--- src/common/bridge_misc_map.svh ---
// bit positions, reset values and encodings of the bridge misc control register
// assumes inclusion by bare name from design files
`ifndef BRIDGE_MISC_MAP_SVH
`define BRIDGE_MISC_MAP_SVH
`define MODE_HI 15
`define MODE_LO 14
`define CFGBLK_BIT 13
`define FINEIO_BIT 12
`define FREQ_HI 10
`define FREQ_LO 9
`define CFGBLK_RST 1'h1
`define FINEIO_RST 1'h0
`define FREQ_RST 2'h0
`define MODE_RST 2'h0
`define FREQ_33 2'h0
`define MODE_CONV 2'h0
`define MODE_RSVD 2'h2
`define MODE_MAX 2'h1
`define CTRL_WMASK 16'hF600
`define IOW_FINE_MASK 8'h0C
`define IOW_ALL_MASK 8'hFF
`define IOW_RST 8'h00
`endif

--- src/common/bridge_misc_pkg.sv ---
// types for the bridge misc control block
// assumes nothing beyond a SystemVerilog compiler
package bridge_misc_pkg;
	typedef logic [1:0] freq_t;
	typedef logic [1:0] mode_t;
	typedef struct packed {
		logic [1:0] mode;
		logic cfg_block;
		logic fine_io;
		logic [1:0] freq;
		logic [1:0] eff_mode;
		logic [1:0] eff_freq;
		logic [7:0] io_base;
		logic [7:0] io_limit;
	} misc_state_t;
endpackage

--- src/rtl/io_window_match.sv ---
// io window compare: address vs base/limit at 4 KB or 1 KB grain
// assumes base and limit bytes in register format, 16-bit io address
`timescale 1ns/1ps
`default_nettype none
`include "bridge_misc_map.svh"
module io_window_match
(
	input wire logic [15:0] addr,
	input wire logic [7:0] base,
	input wire logic [7:0] limit,
	input wire logic fine,
	output logic hit
);
	logic [5:0] a_k;
	logic [5:0] b_k;
	logic [5:0] l_k;
	// address bits 11:10 take part only in fine mode; coarse mode treats them as full range
	always_comb
	begin
		a_k = addr[15:10];
		b_k = {base[7:4], fine ? base[3:2] : 2'h0};
		l_k = {limit[7:4], fine ? limit[3:2] : 2'h3};
		hit = (a_k >= b_k) && (a_k <= l_k);
	end
endmodule // io_window_match
`default_nettype wire

--- src/rtl/bridge_misc_control.sv ---
// bridge misc control register: config block, fine io window, bus mode/frequency
// assumes config writes/reads arrive as single-cycle strobes on CLOCK
// limitation: mode and frequency reach the bus only at a secondary bus reset strobe
`timescale 1ns/1ps
`default_nettype none
`include "bridge_misc_map.svh"
module bridge_misc_control
	import bridge_misc_pkg::*;
(
	input wire logic CLOCK,
	input wire logic RST_N,
	input wire logic PWR_RST_N,
	input wire logic CTRL_WR,
	input wire logic [15:0] CTRL_WDATA,
	output logic [15:0] CTRL_RDATA,
	input wire logic IOW_WR_BASE,
	input wire logic IOW_WR_LIMIT,
	input wire logic [7:0] IOW_WDATA,
	output logic [7:0] IOW_BASE_RDATA,
	output logic [7:0] IOW_LIMIT_RDATA,
	input wire logic [1:0] SLOT_MAX_FREQ,
	input wire logic [1:0] SLOT_MAX_MODE,
	input wire logic [1:0] SEG_MAX_FREQ,
	input wire logic [1:0] SEG_MAX_MODE,
	input wire logic SEC_BUS_RESET,
	input wire logic [15:0] IO_ADDR,
	output logic IO_HIT,
	input wire logic CFG_REQ,
	input wire logic CFG_FROM_EXPRESS,
	output logic CFG_GRANT,
	output logic CFG_ABORT,
	output logic [1:0] EFF_FREQ,
	output logic [1:0] EFF_MODE,
	output logic OVER_CAP
);
	misc_state_t s_q;
	misc_state_t s_d;
	logic [7:0] wmask;
	logic exceed;
	logic freq_over;
	logic mode_over;
	logic mode_rsvd;
	// capability check on the programmed request; codes rise with speed, so an ordinal compare is enough
	always_comb
	begin
		freq_over = (s_q.freq > SLOT_MAX_FREQ) || (s_q.freq > SEG_MAX_FREQ);
		mode_over = (s_q.mode > SLOT_MAX_MODE) || (s_q.mode > SEG_MAX_MODE);
		mode_rsvd = (s_q.mode >= `MODE_RSVD);
		exceed = freq_over || mode_over || mode_rsvd;
	end
	// next state; the sticky bit only reloads on power reset
	always_comb
	begin
		s_d = s_q;
		wmask = s_q.fine_io ? `IOW_ALL_MASK : ~`IOW_FINE_MASK;
		if (CTRL_WR)
		begin
			s_d.mode = CTRL_WDATA[`MODE_HI:`MODE_LO];
			s_d.cfg_block = CTRL_WDATA[`CFGBLK_BIT];
			s_d.fine_io = CTRL_WDATA[`FINEIO_BIT];
			s_d.freq = CTRL_WDATA[`FREQ_HI:`FREQ_LO];
		end
		// io window bytes; fine bits only land while fine mode is on
		if (IOW_WR_BASE)
			s_d.io_base = (IOW_WDATA & wmask) | (s_q.io_base & ~wmask);
		if (IOW_WR_LIMIT)
			s_d.io_limit = (IOW_WDATA & wmask) | (s_q.io_limit & ~wmask);
		// setting applies at secondary bus reset, as software sequences it
		if (SEC_BUS_RESET)
		begin
			s_d.eff_mode = exceed ? `MODE_CONV : s_q.mode;
			s_d.eff_freq = exceed ? `FREQ_33 : s_q.freq;
		end
		// ordinary reset wins over a same-cycle write; the sticky bit is left alone
		if (!RST_N)
		begin
			s_d.mode = `MODE_RST;
			s_d.fine_io = `FINEIO_RST;
			s_d.freq = `FREQ_RST;
			s_d.eff_mode = `MODE_CONV;
			s_d.eff_freq = `FREQ_33;
			s_d.io_base = `IOW_RST;
			s_d.io_limit = `IOW_RST;
		end
		if (!PWR_RST_N)
			s_d.cfg_block = `CFGBLK_RST;
	end
	// whole state registered at once, so every reset is synchronous
	always_ff @(posedge CLOCK)
	begin
		s_q <= s_d;
	end
	// reads: bit 11 and low bits reserved as zero; fine bits read zero when coarse
	always_comb
	begin
		CTRL_RDATA = {s_q.mode, s_q.cfg_block, s_q.fine_io, 1'h0, s_q.freq, 9'h000};
		IOW_BASE_RDATA = s_q.fine_io ? s_q.io_base : (s_q.io_base & ~`IOW_FINE_MASK);
		IOW_LIMIT_RDATA = s_q.fine_io ? s_q.io_limit : (s_q.io_limit & ~`IOW_FINE_MASK);
	end
	// only express config accesses are gated; smbus/memory pass through
	assign CFG_ABORT = CFG_REQ && CFG_FROM_EXPRESS && s_q.cfg_block;
	assign CFG_GRANT = CFG_REQ && !CFG_ABORT;
	// applied setting straight from flops; the over-capability flag is a live level
	assign EFF_FREQ = s_q.eff_freq;
	assign EFF_MODE = s_q.eff_mode;
	assign OVER_CAP = exceed;
	// window compare sees the stored bytes; hidden fine bits drop out in coarse mode
	io_window_match u_match
	(
		.addr(IO_ADDR),
		.base(s_q.io_base),
		.limit(s_q.io_limit),
		.fine(s_q.fine_io),
		.hit(IO_HIT)
	);
	// checks
	block_abort_a: assert property (@(posedge CLOCK) disable iff (!RST_N)
		(CFG_REQ && CFG_FROM_EXPRESS && s_q.cfg_block) |-> CFG_ABORT && !CFG_GRANT)
		else $error("express config not aborted while blocked");
	side_pass_a: assert property (@(posedge CLOCK) disable iff (!RST_N)
		(CFG_REQ && !CFG_FROM_EXPRESS) |-> CFG_GRANT)
		else $error("non-express access blocked");
	fine_bits_a: assert property (@(posedge CLOCK) disable iff (!RST_N)
		!s_q.fine_io |-> ((IOW_BASE_RDATA & `IOW_FINE_MASK) == 8'h00))
		else $error("fine base bits visible in coarse mode");
	freq_write_a: assert property (@(posedge CLOCK) disable iff (!RST_N)
		(CTRL_WR && !$past(CTRL_WR)) |=> CTRL_RDATA[`FREQ_HI:`FREQ_LO] == $past(CTRL_WDATA[`FREQ_HI:`FREQ_LO]))
		else $error("frequency field not stored");
	fallback_a: assert property (@(posedge CLOCK) disable iff (!RST_N)
		(SEC_BUS_RESET && exceed) |=> (EFF_FREQ == `FREQ_33) && (EFF_MODE == `MODE_CONV))
		else $error("over-capability request not forced to 33 MHz");
	apply_ok_a: assert property (@(posedge CLOCK) disable iff (!RST_N)
		(SEC_BUS_RESET && !exceed && !CTRL_WR) |=> EFF_FREQ == $past(s_q.freq))
		else $error("valid request not applied");
	no_rsvd_a: assert property (@(posedge CLOCK) disable iff (!RST_N)
		EFF_MODE <= `MODE_MAX)
		else $error("reserved mode applied");
	sticky_a: assert property (@(posedge CLOCK) disable iff (!PWR_RST_N)
		(!RST_N && !CTRL_WR) |=> s_q.cfg_block == $past(s_q.cfg_block))
		else $error("sticky bit lost on ordinary reset");
	// access gating in the unblocked state, for the side paths and with no request
	cfg_grant_a: assert property (@(posedge CLOCK) disable iff (!RST_N)
		(CFG_REQ && !s_q.cfg_block)
		|-> (CFG_GRANT && !CFG_ABORT))
		else $error("config access refused while unblocked");
	abort_src_a: assert property (@(posedge CLOCK) disable iff (!RST_N)
		CFG_ABORT
		|-> (CFG_REQ && CFG_FROM_EXPRESS))
		else $error("abort raised for a non-express access");
	idle_quiet_a: assert property (@(posedge CLOCK) disable iff (!RST_N)
		!CFG_REQ
		|-> (!CFG_GRANT && !CFG_ABORT))
		else $error("grant or abort without a request");
	// io window bytes: fine bits hidden, kept or stored by mode
	fine_limit_a: assert property (@(posedge CLOCK) disable iff (!RST_N)
		!s_q.fine_io
		|-> ((IOW_LIMIT_RDATA & `IOW_FINE_MASK) == 8'h00))
		else $error("fine limit bits visible in coarse mode");
	fine_store_a: assert property (@(posedge CLOCK) disable iff (!RST_N)
		(IOW_WR_BASE && s_q.fine_io && !CTRL_WR)
		|=> (IOW_BASE_RDATA == $past(IOW_WDATA)))
		else $error("fine base byte not stored whole");
	lim_store_a: assert property (@(posedge CLOCK) disable iff (!RST_N)
		(IOW_WR_LIMIT && s_q.fine_io && !CTRL_WR)
		|=> (IOW_LIMIT_RDATA == $past(IOW_WDATA)))
		else $error("fine limit byte not stored whole");
	coarse_keep_a: assert property (@(posedge CLOCK) disable iff (!RST_N)
		(IOW_WR_LIMIT && !s_q.fine_io)
		|=> ((s_q.io_limit & `IOW_FINE_MASK) == ($past(s_q.io_limit) & `IOW_FINE_MASK)))
		else $error("fine limit bits written in coarse mode");
	// control fields land as written; reserved bits stay zero
	fine_rd_a: assert property (@(posedge CLOCK) disable iff (!RST_N)
		CTRL_WR
		|=> (CTRL_RDATA[`FINEIO_BIT] == $past(CTRL_WDATA[`FINEIO_BIT])))
		else $error("fine window enable not stored");
	mode_rd_a: assert property (@(posedge CLOCK) disable iff (!RST_N)
		CTRL_WR
		|=> (CTRL_RDATA[`MODE_HI:`MODE_LO] == $past(CTRL_WDATA[`MODE_HI:`MODE_LO])))
		else $error("mode field not stored");
	rsvd_zero_a: assert property (@(posedge CLOCK) disable iff (!RST_N)
		1'b1
		|-> ((CTRL_RDATA & ~`CTRL_WMASK) == 16'h0000))
		else $error("reserved control bits read nonzero");
	cfg_rd_a: assert property (@(posedge CLOCK) disable iff (!PWR_RST_N)
		CTRL_WR
		|=> (CTRL_RDATA[`CFGBLK_BIT] == $past(CTRL_WDATA[`CFGBLK_BIT])))
		else $error("config block bit not stored");
	// reset values: power reset for the sticky bit, ordinary reset for the rest
	power_rst_a: assert property (@(posedge CLOCK)
		!PWR_RST_N
		|=> (CTRL_RDATA[`CFGBLK_BIT] == `CFGBLK_RST))
		else $error("power reset did not set the block bit");
	rst_vals_a: assert property (@(posedge CLOCK) disable iff (!PWR_RST_N)
		!RST_N
		|=> ((CTRL_RDATA[`FREQ_HI:`FREQ_LO] == `FREQ_RST) && (EFF_MODE == `MODE_CONV)))
		else $error("ordinary reset left frequency or mode set");
	// applied setting moves only at a secondary bus reset or an ordinary reset
	hold_eff_a: assert property (@(posedge CLOCK) disable iff (!RST_N)
		!SEC_BUS_RESET
		|=> ($stable(EFF_FREQ) && $stable(EFF_MODE)))
		else $error("applied setting changed without bus reset");
	apply_mode_a: assert property (@(posedge CLOCK) disable iff (!RST_N)
		(SEC_BUS_RESET && !exceed)
		|=> (EFF_MODE == $past(s_q.mode)))
		else $error("valid mode not applied");
	// scenario coverage
	abort_cov: cover property (@(posedge CLOCK) CFG_ABORT);
	fallback_cov: cover property (@(posedge CLOCK) SEC_BUS_RESET && exceed);
	fine_hit_cov: cover property (@(posedge CLOCK) s_q.fine_io && IO_HIT);
	apply_cov: cover property (@(posedge CLOCK) SEC_BUS_RESET && !exceed);
	keep_cov: cover property (@(posedge CLOCK) !RST_N && PWR_RST_N && !s_q.cfg_block);
endmodule // bridge_misc_control
`default_nettype wire

--- config.mk ---
export PLATFORM = sky130hd
export DESIGN_NAME = bridge_misc_control
export DESIGN_NICKNAME = d
export VERILOG_FILES = /design/src/common/bridge_misc_pkg.sv /design/src/rtl/io_window_match.sv /design/src/rtl/bridge_misc_control.sv
export VERILOG_INCLUDE_DIRS = /design/src /design/src/common
export SDC_FILE = /design/constraint.sdc
export NUM_CORES = 1
export LEC_CHECK = 0
export BUFFER_PORTS_ARGS = -buffer_cell sky130_fd_sc_hd__buf_2
export CORE_MARGIN = 2
export CORE_UTILIZATION = 42
export CTS_BUF_LIST = sky130_fd_sc_hd__clkbuf_8
export CTS_CLUSTER_DIAMETER = 30
export DETAILED_ROUTE_END_ITERATION = 7
export GPL_TIMING_DRIVEN = 0
export HOLD_SLACK_MARGIN = 0.06
export PLACE_DENSITY = 0.79
export REMOVE_ABC_BUFFERS = 1
export SYNTH_ARGS = -nofsm -noshare
export SYNTH_HDL_FRONTEND = slang
export SYNTH_SLANG_ARGS = --single-unit
export TNS_END_PERCENT = 1
--- constraint.sdc ---
create_clock -name CLOCK -period 1.65 [get_ports CLOCK]
set_clock_uncertainty 0.1 [all_clocks]
set_input_delay 0.165 -clock CLOCK [delete_from_list [all_inputs] [get_ports CLOCK]]
set_output_delay 0.165 -clock CLOCK [all_outputs]
set_load 0.005 [all_outputs]
After elaboration in Yosys (flattened, before gate mapping):

Cells that the tools add are included.

* logic and storage cells: 37
* bits of input ports: 57
* output and inout bits: 40
* register bits after elaboration: 26

* muxes and demuxes: 7
* reductions and logical operators: 9
* bitwise gates (word level): 6
* $lt $le $gt $ge: 7

Operators with widths (count)
* bitwise AND 8 bit: 3
* OR 8 bit: 2
* two-way mux 4 bit: 3
* greater-than comparator 2 bit: 4
* two-way mux 2 bit: 4
* NOT 8 bit: 1
* greater-or-equal comparator 6 bit: 1
* <= comparator 6 bit: 1
* logical AND 1 bit: 4
* logical OR 1 bit: 4
* greater-or-equal comparator 2 bit (second input constant): 1
* logical NOT 1 bit: 1

Depth between registers and ports, before layout:

* depth in word-level cells: 5
* mapped depth: 7
* gate-level depth less buffers: 6

Modules after synthesis:

Synthesis repeated with hierarchy kept, for this count alone.

* cell total of the unflattened synthesis: 202
* area, all modules: 1780.5 um^2

Modules (own cells, without submodules)
* bridge_misc_control: area an instance 1472.7 um^2, seq. area each 520.5 um^2, instances 1, cells an instance 160
* io_window_match: area an instance 307.8 um^2, seq. area each 0.0 um^2, instances 1, cells an instance 42

Worst setup path before layout:

OpenSTA, ideal clock, no wires.

* kind: flip-flop to output port
* start point: register s_q (netlist bit CTRL_RDATA[12])
* end point: output port IO_HIT
* setup slack: -195 ps
* path buffers: 1
* data arrival time: 1580 ps
* data required time: 1385 ps
* stages on the path, launching flop included: 8
* cell sequence: dfxtp_1 -> buf_2 -> and2_1 -> ha_1 -> nand2b_4 -> a2111oi_4 -> o21a_1 -> a21oi_1

* word-level cells in the longest chain between the ends: 3
* elaborated cells between the ends (all ways): 5
* classes of those cells: order compare (2); mux (2); reduce/logical (1)

RTL lines
* start, declared: RTL line bridge_misc_control.sv:36 `misc_state_t s_q;`
* start signal, assigned: RTL line bridge_misc_control.sv:91 `s_q <= s_d;`
* two-way mux 2 bit (on tied branches): RTL line io_window_match.sv:21, io_window_match.sv:22
* greater-or-equal comparator 6 bit or <= comparator 6 bit (tied branches): RTL line io_window_match.sv:23 `hit = (a_k >= b_k) && (a_k <= l_k);`
* logical AND 1 bit *: RTL line io_window_match.sv:23
* end, declared: RTL line bridge_misc_control.sv:27 `output logic IO_HIT,`

Every way passes the cells marked *; elsewhere a longest branch is shown, timed or not.

Final worst setup path:

Same ends and word-level chain as after synthesis.

==> results.ini <==
[outcome]
outcome=finished, violations left
violations=negative setup slack

[hold_path]
min_path_cells=3
hold_path.class=in2reg

[cells_and_area]
fill_cells=376
seq_area_um2=528
fin_nets=330
antennaDiodeCount=0
stdcell_count=302
drive_above_1_share=0.357
fin_area_um2=2180
syn_to_final_growth_pct=21.5
multi_input_area_um2=1010

[drt]
vias_per_cell=4.63
initialDrtViolationCount=42
dr.pass1.iters=4
drc=0
wl_per_cell_um=11.5
num_vias=1399
ant_nets=0
postRouteWirelength_mm=3.48

[worst_setup_path]
rrSetupSlack_ns=0.10
crit_path_top_delay_cell=dfxtp_4
r2r_start=CTRL_RDATA[10]
critical_path.max_stage_delay_ns=0.36
cp_data_required_time_ns=1.38
crit_path_start_kind=flip-flop
r2r_cells=5
arrival_ns=1.73
crit_chain=and2_4 -> ha_4 -> nand2b_4 -> a2111oi_4 -> o21a_1 -> a21oi_2 -> buf_2
crit_path_end=IO_HIT
crit_type=reg2out
r2r_end=EFF_MODE[0]
crit_path_start=CTRL_RDATA[12]
cp-end-kind=output port
path_max_fanout=3

[placement]
dp.cells=286
postPlaceCellArea_um2=1950
pre_cts_slack_ns=-0.418
io_buffers=66
dp_hpwl_mm=2.62
globalplace.congestion=0.811

[yosys]
synth_top_cell_area_share=0.290
ys_seq_elements=26
syn_avg_cell_area_um2=8.98
synth_ff_type=dfxtp_1
yosysWarnings=0
synth-edff-count=0
synth_top_area_cell=dfxtp_1
ys_top_cells_by_count=buf_4 (32), dfxtp_1 (26), nor2b_1 (21)
synthArstFlopShare=0
synth_area_leaders=dfxtp_1 (29%), ha_1 (14%), buf_4 (13%)
ys_types=29
syn_inst=200
netlist_area_um2=1800
seq_area_frac_synth=0.290
yosysMostFrequentCell=buf_4

[die]
die_w_um=69.4
rows=23
start_util=0.443
core_area_um2=4060
io_pins=97
die-area_um2=4820
die_h_um=69.4

[sta]
timing.final.crit_period_ns=2.00
layout_setup_ws_ns=-0.347
fin_crit_sh=1.21
finalHoldViolCount=0
maxSlewViolCount=0
rsz0062_at_grt=true
setup_viol=2
fmax_mhz=501

[global_routing]
grt_max_degree=29
track_usage=0.151
grt_pass1_vias=1398
antenna_found_initial=0
grt_pass1_wl_mm=6.06
grt.overflow.total=0

[power_and_ir_drop]
irDropWorstVdd_v=0.000391
power.density_nw_per_um2=712
p_leak_uw=0.00109

[clocking]
cts_root_buf=clkbuf_8
clk_latency_ns=0.26
numCtsBuffers=3
clockBufferDepth=2
cts_tree=built
htreeDepth=1
clk_pin_slew_worst_paths_ns=0.09
cts_sinks=26

[flow_run]
cap_viol_max_count=0

## timing repair
item                                   4_1_cts  5_1_grt
setup endpoints to repair                    2        2
buffers inserted                             4        0
hold buffers                                 8        0
pin swaps                                    7        0
resized for setup                           12        1
endpoints found under the hold margin        7        0
## cell families (layout without fill, tap and decap cells)
family / count (synthesis) / in the layout / share of synthesized area
flip-flops: 26 / 26 / 0.290
other: 1 / 10 / 0.00209
AND/OR/NAND/NOR: 55 / 55 / 0.182
buffers and inverters: 57 / 100 / 0.190
AO/OA/AOI/OAI: 23 / 23 / 0.0968
multiplexers: 18 / 18 / 0.100
adder cells (fa/ha/maj): 20 / 20 / 0.139
## layout make-up
| type | instances | share of cell area |
|---|---|---|
| multi-input combinational | 126 | 0.462 |
| clock inverter | 1 | 0.0138 |
| inverter | 18 | 0.0309 |
| timing repair buffer | 78 | 0.203 |
| clock buffer | 3 | 0.0189 |
| sequential | 26 | 0.242 |
| tap | 50 | 0.0287 |
## per-layer routing
layer / share of wire / wire length [um] / GRT usage
met5: 0 / 0 / 0
met1: 0.42 / 1460 / 0.179
met3: 0.057 / 197 / 0.0291
met2: 0.51 / 1780 / 0.272
met4: 0.011 / 38 / 0.0479
## worst max-delay path: cells and delay by family (launching register included)
family | cells | cell delay, ns
flip-flops | 1 | 0.36
AND/OR/NAND/NOR | 2 | 0.30
adder cells (fa/ha/maj) | 1 | 0.20
buffers and inverters | 1 | 0.12
AO/OA/AOI/OAI | 3 | 0.49
## power by group
part	internal [uW]	leakage (uW)	total [uW]	switching, uW
combinational	188	0.000842	351	163
sequential	658	0.000215	682	24.4
clock	324	0.0000357	522	198
## layout by cell type (no fill, tap or decap), types with 4 or more instances in the layout
| cell | instances |
|---|---|
| nand3b_1 | 4 |
| dlygate4sd3_1 | 8 |
| ha_1 | 18 |
| nand2_1 | 11 |
| a21boi_0 | 5 |
| o21ai_1 | 4 |
| nand3_1 | 9 |
| buf_2 | 66 |
| dfxtp_1 | 22 |
| conb_1 | 10 |
| inv_1 | 18 |
| mux2i_1 | 18 |
| nor2b_1 | 21 |
## per-stage QoR
stage / util / setup TNS [ns] / hold slack [ns] / total power [uW]
after floorplan: - / -0.198 / 0.127 / 871
after global placement: 0.480 / -0.403 / 0.230 / 999
after detailed placement: 0.480 / -0.446 / 0.234 / 1010
after CTS: 0.537 / -0.616 / 0.0646 / 1580
after global routing: 0.538 / -0.787 / 0.0624 / 1670
final: 0.538 / -0.627 / 0.0702 / 1560
## how the worst min path moves through the flow
stage | endpoint | start
floorplan | CTRL_RDATA[13] | PWR_RST_N
CTS | s_q[14] | IOW_WDATA[6]
global route | s_q[9] | IOW_WDATA[1]
detailed placement | CTRL_RDATA[13] | PWR_RST_N
finish | s_q[4] | IOW_WDATA[4]
global placement | CTRL_RDATA[13] | PWR_RST_N
Power figures use the tool's default switching activity.
